<file path="src/ext_isa_cfg.svh">
`ifndef EXT_ISA_CFG_SVH
`define EXT_ISA_CFG_SVH

// configuration and reset values
`define EXT_ENABLE_RESET     1'b0
`define EXT_OFFSET_LIMIT     8'h5F
`define ACCESS_HIGH_PAGE     4'hF
`define ACCESS_LOW_PAGE      4'h0

// status flag bit positions
`define FLAG_CARRY           0
`define FLAG_DIGIT_CARRY     1
`define FLAG_ZERO            2
`define FLAG_OVERFLOW        3
`define FLAG_NEGATIVE        4

// opcode fields
`define OPC_EXT_GROUP        4'hE
`define OPC_SECOND_WORD      4'hF
`define OPC_SUB_POINTER      4'h9
`define OPC_PUSH_LITERAL     4'hA
`define OPC_MOVE_INDEXED     4'hB
`define OPC_ADD_WORKING      6'h09
`define OPC_CALL_WORKING     16'h0014
`define OPC_MULTIPLY         7'h01
`define OPC_DECREMENT        6'h01
`define PTR_FRAME            2'h2
`define PTR_RETURN           2'h3

`endif

</file>
<file path="src/ext_isa_pkg.sv">
package ext_isa_pkg;
   typedef logic [11:0] data_addr_type;
   typedef logic [20:0] prog_addr_type;
   typedef enum logic [1:0] {ST_EXEC, ST_MOVE_SECOND, ST_IDLE} exec_state_type;
endpackage : ext_isa_pkg

</file>
<file path="src/addr_form_if.sv">
`timescale 1ns/1ns
interface addr_form_if;
   import ext_isa_pkg::*;
   logic [7:0]    fileField;
   logic          accessBit;
   logic          extOn;
   logic          forceOffset;
   data_addr_type frameBase;
   logic [7:0]    bankSel;
   data_addr_type effAddr;
   logic          indexed;
   modport former (input fileField, accessBit, extOn, forceOffset, frameBase, bankSel,
                   output effAddr, indexed);
   modport user   (output fileField, accessBit, extOn, forceOffset, frameBase, bankSel,
                   input effAddr, indexed);
endinterface : addr_form_if

</file>
<file path="src/address_former.sv">
`timescale 1ns/1ns
`include "ext_isa_cfg.svh"
module address_former
   import ext_isa_pkg::*;
(
   // clock for the checks only
   input wire logic   clk_sys,
   input wire logic   reset,
   // address request and result
   addr_form_if.former af
);
   wire logic [7:0]    offset;
   wire logic          lowWindow;
   wire data_addr_type absAddr;

   // forced offsets (moves and pushes) take only the low 7 bits of the file field
   assign offset    = af.forceOffset ? {1'b0, af.fileField[6:0]} : af.fileField;
   assign lowWindow = af.fileField <= `EXT_OFFSET_LIMIT;
   assign af.indexed = af.forceOffset | (af.extOn & ~af.accessBit & lowWindow);
   // absolute form: banked, or access bank split into low ram and high page
   assign absAddr = af.accessBit ? {af.bankSel[3:0], af.fileField} :
                    lowWindow ? {`ACCESS_LOW_PAGE, af.fileField}
                              : {`ACCESS_HIGH_PAGE, af.fileField};
   // frame pointer plus offset, wraps in the 4K data space
   assign af.effAddr = af.indexed ? af.frameBase + {4'h0, offset} : absAddr;
endmodule : address_former

</file>
<file path="src/ext_isa_decode.sv">
`timescale 1ns/1ns
`include "ext_isa_cfg.svh"
module ext_isa_decode
   import ext_isa_pkg::*;
(
   // clock and reset
   input  wire logic          clk_sys,
   input  wire logic          reset,
   // configuration bit
   input  wire logic          extendedSetEnableBit,
   output      logic          extActive,
   // instruction words
   input  wire logic [15:0]   instrWord,
   input  wire logic          instrValid,
   output      logic          instrAccept,
   // core state used by decode
   input  wire logic [7:0]    bankSelectRegister,
   input  wire prog_addr_type nextInstrAddr,
   input  wire prog_addr_type topOfReturnStack,
   input  wire logic [7:0]    counterLatchHigh,
   input  wire logic [4:0]    counterLatchUpper,
   // program flow
   output      logic          pcLoad,
   output      prog_addr_type pcTarget,
   output      logic          stackPush,
   output      prog_addr_type stackPushAddr,
   output      logic          stackPop,
   // data memory
   output      data_addr_type dataAddr,
   output      logic          dataRead,
   input  wire logic [7:0]    dataRdData,
   output      logic          dataWrite,
   output      logic [7:0]    dataWrData,
   // architectural registers
   output      logic [7:0]    workingReg_q,
   output      logic [4:0]    statusFlags_q,
   output      data_addr_type fileSelect0,
   output      data_addr_type fileSelect1,
   output      data_addr_type stackFramePointer
);
   addr_form_if af ();

   logic           cfgMeta_q;
   logic           cfgSync_q;
   logic           captured_q;
   logic           extOn_q;
   exec_state_type state_q;
   exec_state_type state_d;
   logic [7:0]     moveByte_q;
   data_addr_type  pointer_q [3];

   // config pin is asynchronous to the core: two flops, then one capture
   always_ff @(posedge clk_sys) begin
      cfgMeta_q <= extendedSetEnableBit;
      cfgSync_q <= cfgMeta_q;
   end

   // caught once after reset so the mode cannot change under running code
   always_ff @(posedge clk_sys) begin
      if (reset) begin
         captured_q <= 1'b0;
         extOn_q    <= `EXT_ENABLE_RESET;
      end else if (!captured_q) begin
         captured_q <= 1'b1;
         extOn_q    <= cfgSync_q;
      end
   end
   assign extActive = extOn_q;

   // instruction field decode
   wire logic [3:0] topNib   = instrWord[15:12];
   wire logic [3:0] subNib   = instrWord[11:8];
   wire logic [1:0] ptrSel   = instrWord[7:6];
   wire logic [5:0] subLit   = instrWord[5:0];
   wire logic       destBit  = instrWord[9];
   wire logic       execGo   = (state_q == ST_EXEC) && instrValid;
   wire logic       extWord  = extOn_q && (topNib == `OPC_EXT_GROUP);
   wire logic       isSub    = extWord && (subNib == `OPC_SUB_POINTER);
   wire logic       isReturn = isSub && (ptrSel == `PTR_RETURN);
   wire logic       isPush   = extWord && (subNib == `OPC_PUSH_LITERAL);
   wire logic       isMove   = extWord && (subNib == `OPC_MOVE_INDEXED) && instrWord[7];
   wire logic       isCall   = extOn_q && (instrWord == `OPC_CALL_WORKING);
   wire logic       isOrphan = (topNib == `OPC_SECOND_WORD);
   wire logic       isAdd    = instrWord[15:10] == `OPC_ADD_WORKING;
   // every opcode that carries the access bit
   wire logic       byteBitOp = ((topNib >= 4'h1) && (topNib <= 4'hB))
                                || (instrWord[15:9] == `OPC_MULTIPLY)
                                || (instrWord[15:10] == `OPC_DECREMENT);
   wire logic       moveDone  = (state_q == ST_MOVE_SECOND) && instrValid;

   // address former request: moves and pushes use forced offsets
   assign af.extOn       = extOn_q;
   assign af.frameBase   = pointer_q[2];
   assign af.bankSel     = bankSelectRegister;
   assign af.forceOffset = moveDone || (execGo && (isMove || isPush));
   assign af.fileField   = (execGo && isPush) ? 8'h00 :
                           (moveDone || (execGo && isMove)) ? {1'b0, instrWord[6:0]}
                                                            : instrWord[7:0];
   assign af.accessBit   = instrWord[8];

   address_former former (
      .clk_sys (clk_sys),
      .reset   (reset),
      .af      (af.former)
   );

   // adder for the indexed add, carries taken apart for the flags
   wire logic [4:0] lowSum  = {1'b0, workingReg_q[3:0]} + {1'b0, dataRdData[3:0]};
   wire logic [8:0] fullSum = {1'b0, workingReg_q} + {1'b0, dataRdData};
   wire logic       sumOvf  = (workingReg_q[7] == dataRdData[7])
                              && (fullSum[7] != workingReg_q[7]);

   // data port: the core runs other byte ops on the remapped address
   assign dataAddr   = af.effAddr;
   assign dataRead   = execGo && (byteBitOp || isMove);
   assign dataWrite  = moveDone || (execGo && ((isAdd && destBit) || isPush));
   assign dataWrData = moveDone ? moveByte_q :
                       (execGo && isPush) ? instrWord[7:0] : fullSum[7:0];

   // program flow for call and return
   assign pcLoad        = execGo && (isCall || isReturn);
   assign pcTarget      = isCall ? {counterLatchUpper, counterLatchHigh, workingReg_q}
                                 : topOfReturnStack;
   assign stackPush     = execGo && isCall;
   assign stackPushAddr = nextInstrAddr;
   assign stackPop      = execGo && isReturn;
   assign instrAccept   = state_q != ST_IDLE;

   // sequencing: second move cycle, or the idle cycle after a jump
   always_comb begin
      state_d = state_q;
      case (state_q)
         ST_EXEC: begin
            if (execGo && isMove)
               state_d = ST_MOVE_SECOND;
            else if (execGo && (isCall || isReturn))
               state_d = ST_IDLE;
         end
         ST_MOVE_SECOND: begin
            if (instrValid)
               state_d = ST_EXEC;
         end
         ST_IDLE: state_d = ST_EXEC;
         default: state_d = ST_EXEC;
      endcase
   end

   always_ff @(posedge clk_sys) begin
      if (reset)
         state_q <= ST_EXEC;
      else
         state_q <= state_d;
   end

   // source byte held between the two move cycles
   always_ff @(posedge clk_sys) begin
      if (reset)
         moveByte_q <= 8'h00;
      else if (execGo && isMove)
         moveByte_q <= dataRdData;
   end

   // working register and flags change only on the add
   always_ff @(posedge clk_sys) begin
      if (reset) begin
         workingReg_q  <= 8'h00;
         statusFlags_q <= 5'h00;
      end else if (execGo && isAdd) begin
         if (!destBit)
            workingReg_q <= fullSum[7:0];
         statusFlags_q[`FLAG_CARRY]       <= fullSum[8];
         statusFlags_q[`FLAG_DIGIT_CARRY] <= lowSum[4];
         statusFlags_q[`FLAG_ZERO]        <= fullSum[7:0] == 8'h00;
         statusFlags_q[`FLAG_OVERFLOW]    <= sumOvf;
         statusFlags_q[`FLAG_NEGATIVE]    <= fullSum[7];
      end
   end

   // one update path per file select pointer
   for (genvar i = 0; i < 3; i++) begin : gen_ptr
      wire logic hitSub = execGo && isSub
                          && ((ptrSel == 2'(i)) || (i == 2 && isReturn));
      wire logic hitPush = (i == 2) && execGo && isPush;
      always_ff @(posedge clk_sys) begin
         if (reset)
            pointer_q[i] <= 12'h000;
         else if (hitSub)
            pointer_q[i] <= pointer_q[i] - {6'h00, subLit};
         else if (hitPush)
            pointer_q[i] <= pointer_q[i] - 12'h001;
      end
   end
   assign fileSelect0       = pointer_q[0];
   assign fileSelect1       = pointer_q[1];
   assign stackFramePointer = pointer_q[2];
endmodule : ext_isa_decode

</file>
<file path="config.mk">
export PLATFORM = sky130hd
export DESIGN_NAME = ext_isa_decode
export DESIGN_NICKNAME = d
export VERILOG_FILES = /design/src/ext_isa_pkg.sv /design/src/addr_form_if.sv /design/src/address_former.sv /design/src/ext_isa_decode.sv
export VERILOG_INCLUDE_DIRS = /design/src
export SDC_FILE = /design/constraint.sdc
export NUM_CORES = 1
export LEC_CHECK = 0
export BUFFER_PORTS_ARGS = -buffer_cell sky130_fd_sc_hd__buf_4
export CAP_MARGIN = 25
export CORE_MARGIN = 2
export CORE_UTILIZATION = 45
export DETAILED_ROUTE_END_ITERATION = 6
export GPL_TIMING_DRIVEN = 1
export PLACE_DENSITY = 0.76
export SKIP_CTS_REPAIR_TIMING = 1
export SYNTH_ARGS = -nofsm -noshare
export SYNTH_HDL_FRONTEND = slang
export SYNTH_SLANG_ARGS = --single-unit
</file>
<file path="constraint.sdc">
create_clock -name clk_sys -period 7.6 [get_ports clk_sys]
set_clock_uncertainty 0.1 [all_clocks]
set_input_delay 1.9 -clock clk_sys [delete_from_list [all_inputs] [get_ports clk_sys]]
set_output_delay 1.9 -clock clk_sys [all_outputs]
set_load 0.01 [all_outputs]
</file>
==> results.yml <==
status:
  status: "complete, no violations"
pwr:
  netSwitchingPower_mw: 0.246
  seq_power_share_pct: 45.6
  p_int_mw: 0.578
  comb_power_share_pct: 23.6
  finalPower_mw: 0.824
  p_sw_share_pct: 29.9
  p_leak_nw: 2.72
  p_per_area_mw_per_mm2: 131
  power.share.clock_pct: 30.8
  ir_worst_vdd_mv: 0.0769
synthesis:
  syn_area_mm2: 0.00494
  avgSynthCellArea_um2: 9.02
  synth_edf_count: 36
  synth_ff_type: "edfxtp_1"
  synth_top_area_cell: "edfxtp_1"
  async_flop_share_pct: 0
  ys_ff_latch: 63
  post_synth_num_cell_types: 58
  synth-seq-area-share_pct: 32.8
  syn-instance-count: 548
  synth_area_leaders: "edfxtp_1, dfxtp_1, ha_1"
  synthesis.nets: 678
  ys_warn_count: 0
  synth_top_area_share_pct: 21.9
final_layout:
  final_cell_mix: "buf_4, nor2_1, a21oi_1, edfxtp_1, ha_1"
  drive_gt1_share_pct: 32.2
  area_delta_synth_final_pct: 27.4
  instances_no_fill: 832
  fin_nets: 817
  diodes: 0
  layout_commonest_cell: "buf_4"
routing:
  dr.pass1.iters: 5
  vias_per_cell: 5.72
  num_vias: 4761
  first_iter_violations: 352
  drc: 0
  ant_nets: 0
  wl_um: 14100
  wl_per_cell_um: 17.0
die:
  fp.dieH_um: 109
  start_util_pct: 45.8
  core_mm2: 0.0108
  die_area_mm2: 0.0118
  die_w_um: 109
  ioPinCount: 209
  fp-row-count: 38
placed_design:
  place_ws_ns: 0.137
  gp_congestion: 0.873
  numPortBuffers: 162
  placed_cells: 816
  dpl.hpwl_um: 11000
clocking:
  cts_root_buf: "clkbuf_8"
  cts_tree: "built"
  clkSinkCount: 63
  clock_latency_ns: 0.36
  path_clk_slew_ns: 0.07
  numCtsBuffers: 9
  htree_levels: 3
  ctsLongestPathBuffers: 2
sta:
  maxSlewViolCount: 0
  setup_slack_ns: 0.154
  rsz0062_at_grt: "false"
  hold_viol: 0
  slew_headroom_pct: 44.8
  setup_viol: 0
  max_slew.worst_pin.slew_ns: 0.822
  finalCritPeriodShare_pct: 98.0
  finalSetupTns_ns: 0
  max_freq_ghz: 0.134
  fin_crit_ns: 7.45
setup_path:
  cp_slowest_cell: "or4_1"
  cp-startpoint: "instrWord[12]"
  reg2reg_to: "pointer_q[2][11]"
  rr_worst_depth: 14
  critPathMaxFanout: 10
  crit_buf_inv: 2
  ff2ff_setup_slack_ns: 3.62
  cp-end-kind: "output port"
  path_delay_family: "simple AND/OR/NAND/NOR gates"
  cp.arrival_ns: 5.45
  slowest_delay_ns: 0.63
  critPathLaunchType: "input pin"
  r2r-start: "state_q[1]"
  crit_chain: "buf_4, or3b_2, or4_1, nor2_8, nor2_2, fa_1, a21oi_1, o21ai_0, a2111oi_1, nor3_1, xnor2_1, a21oi_1, buf_4"
  crit_end: "dataAddr[10]"
  path_depth: 13
  worstSetupPathType: "in2out"
  worstPathRequired_ns: 5.60
global_route:
  grt_pass1_wl_um: 22000
  grt_pass1_vias: 4563
  grt_overflow_total: 0
  grt_max_degree: 27
  grt_use_total_pct: 24.1
  grt_antenna_before_repair: 0
min_path:
  min_path_type: "reg2reg"
  whs_path_depth: 0
  hold_start: "cfgMeta_q"
job:
  cap_violations: 0
-- logic make-up after synthesis --
group | Yosys count | share of synthesized area, %
compound gates | 132 | 16.3
flops | 63 | 32.8
fa+ha+maj | 39 | 10.6
xor+xnor | 19 | 3.37
simple gates | 189 | 21.2
mux | 40 | 8.71
buf+inv | 66 | 7.01
-- worst min-delay path by stage --
stage,slack [ns],to
floorplan,0.21,cfgSync_q
detailed placement,0.21,cfgSync_q
CTS,0.23,cfgSync_q
finish,0.23,cfgSync_q
global placement,0.21,cfgSync_q
global route,0.23,cfgSync_q
-- per-stage QoR --
step	utilization (%)	hold WS (ns)	instance area, um2
final	58.3	0.231	6300
after global routing	58.3	0.233	6300
after CTS	58.3	0.231	6300
after detailed placement	56.9	0.214	6140
after global placement	56.9	0.215	6140
after floorplan	-	0.210	4940
-- sequential cells by signal, indices dropped and copies added, names as in the netlist --
| signal | cells |
|---|---|
| captured_q | 1 |
| cfgMeta_q | 1 |
| pointer_q | 36 |
| state_q | 2 |
| cfgSync_q | 1 |
| statusFlags_q | 5 |
| moveByte_q | 8 |
| extActive | 1 |
| workingReg_q | 8 |
-- power groups by stage --
stage / combinational, mW / sequential (mW) / clock (mW)
5_1_grt: 0.213 / 0.377 / 0.271
6_report: 0.194 / 0.376 / 0.254
3_3_place_gp: 0.186 / 0.383 / 0
4_1_cts: 0.194 / 0.376 / 0.259
2_1_floorplan: 0.114 / 0.385 / 0
3_5_place_dp: 0.192 / 0.384 / 0
-- cell usage after synthesis (9+ instances only) --
master	count
nor2_1	56
a21oi_1	50
edfxtp_1	36
ha_1	34
dfxtp_1	27
o21ai_0	27
inv_1	25
mux2_2	24
nor3_1	24
nand2_1	23
buf_4	21
mux2i_1	16
clkbuf_1	13
nor2b_1	12
o31ai_1	12
or4_1	12
or3_1	11
xnor2_1	11
a211oi_1	9
o21a_1	9
-- cell type report --
type / instances / area (um2)
Clock buffer: 11 / 131
Tap cell: 140 / 175
Timing Repair Buffer: 168 / 1260
Sequential cell: 63 / 1620
Fill cell: 965 / 4500
Clock inverter: 5 / 26.3
Multi-Input combinational cell: 419 / 2980
Inverter: 26 / 97.6
-- metal layers --
| metal | track usage, % | vias to the layer above | part of all wire (%) |
|---|---|---|---|
| met3 | 5.32 | 38 | 8.9 |
| met1 | 29.2 | 2209 | 40 |
| li1 | - | 2272 | - |
| met4 | 10.3 | 0 | 3.0 |
| met5 | 0 | - | 0 |
| met2 | 41.3 | 242 | 48 |
Note: power is estimated with default switching activity, not from simulation.
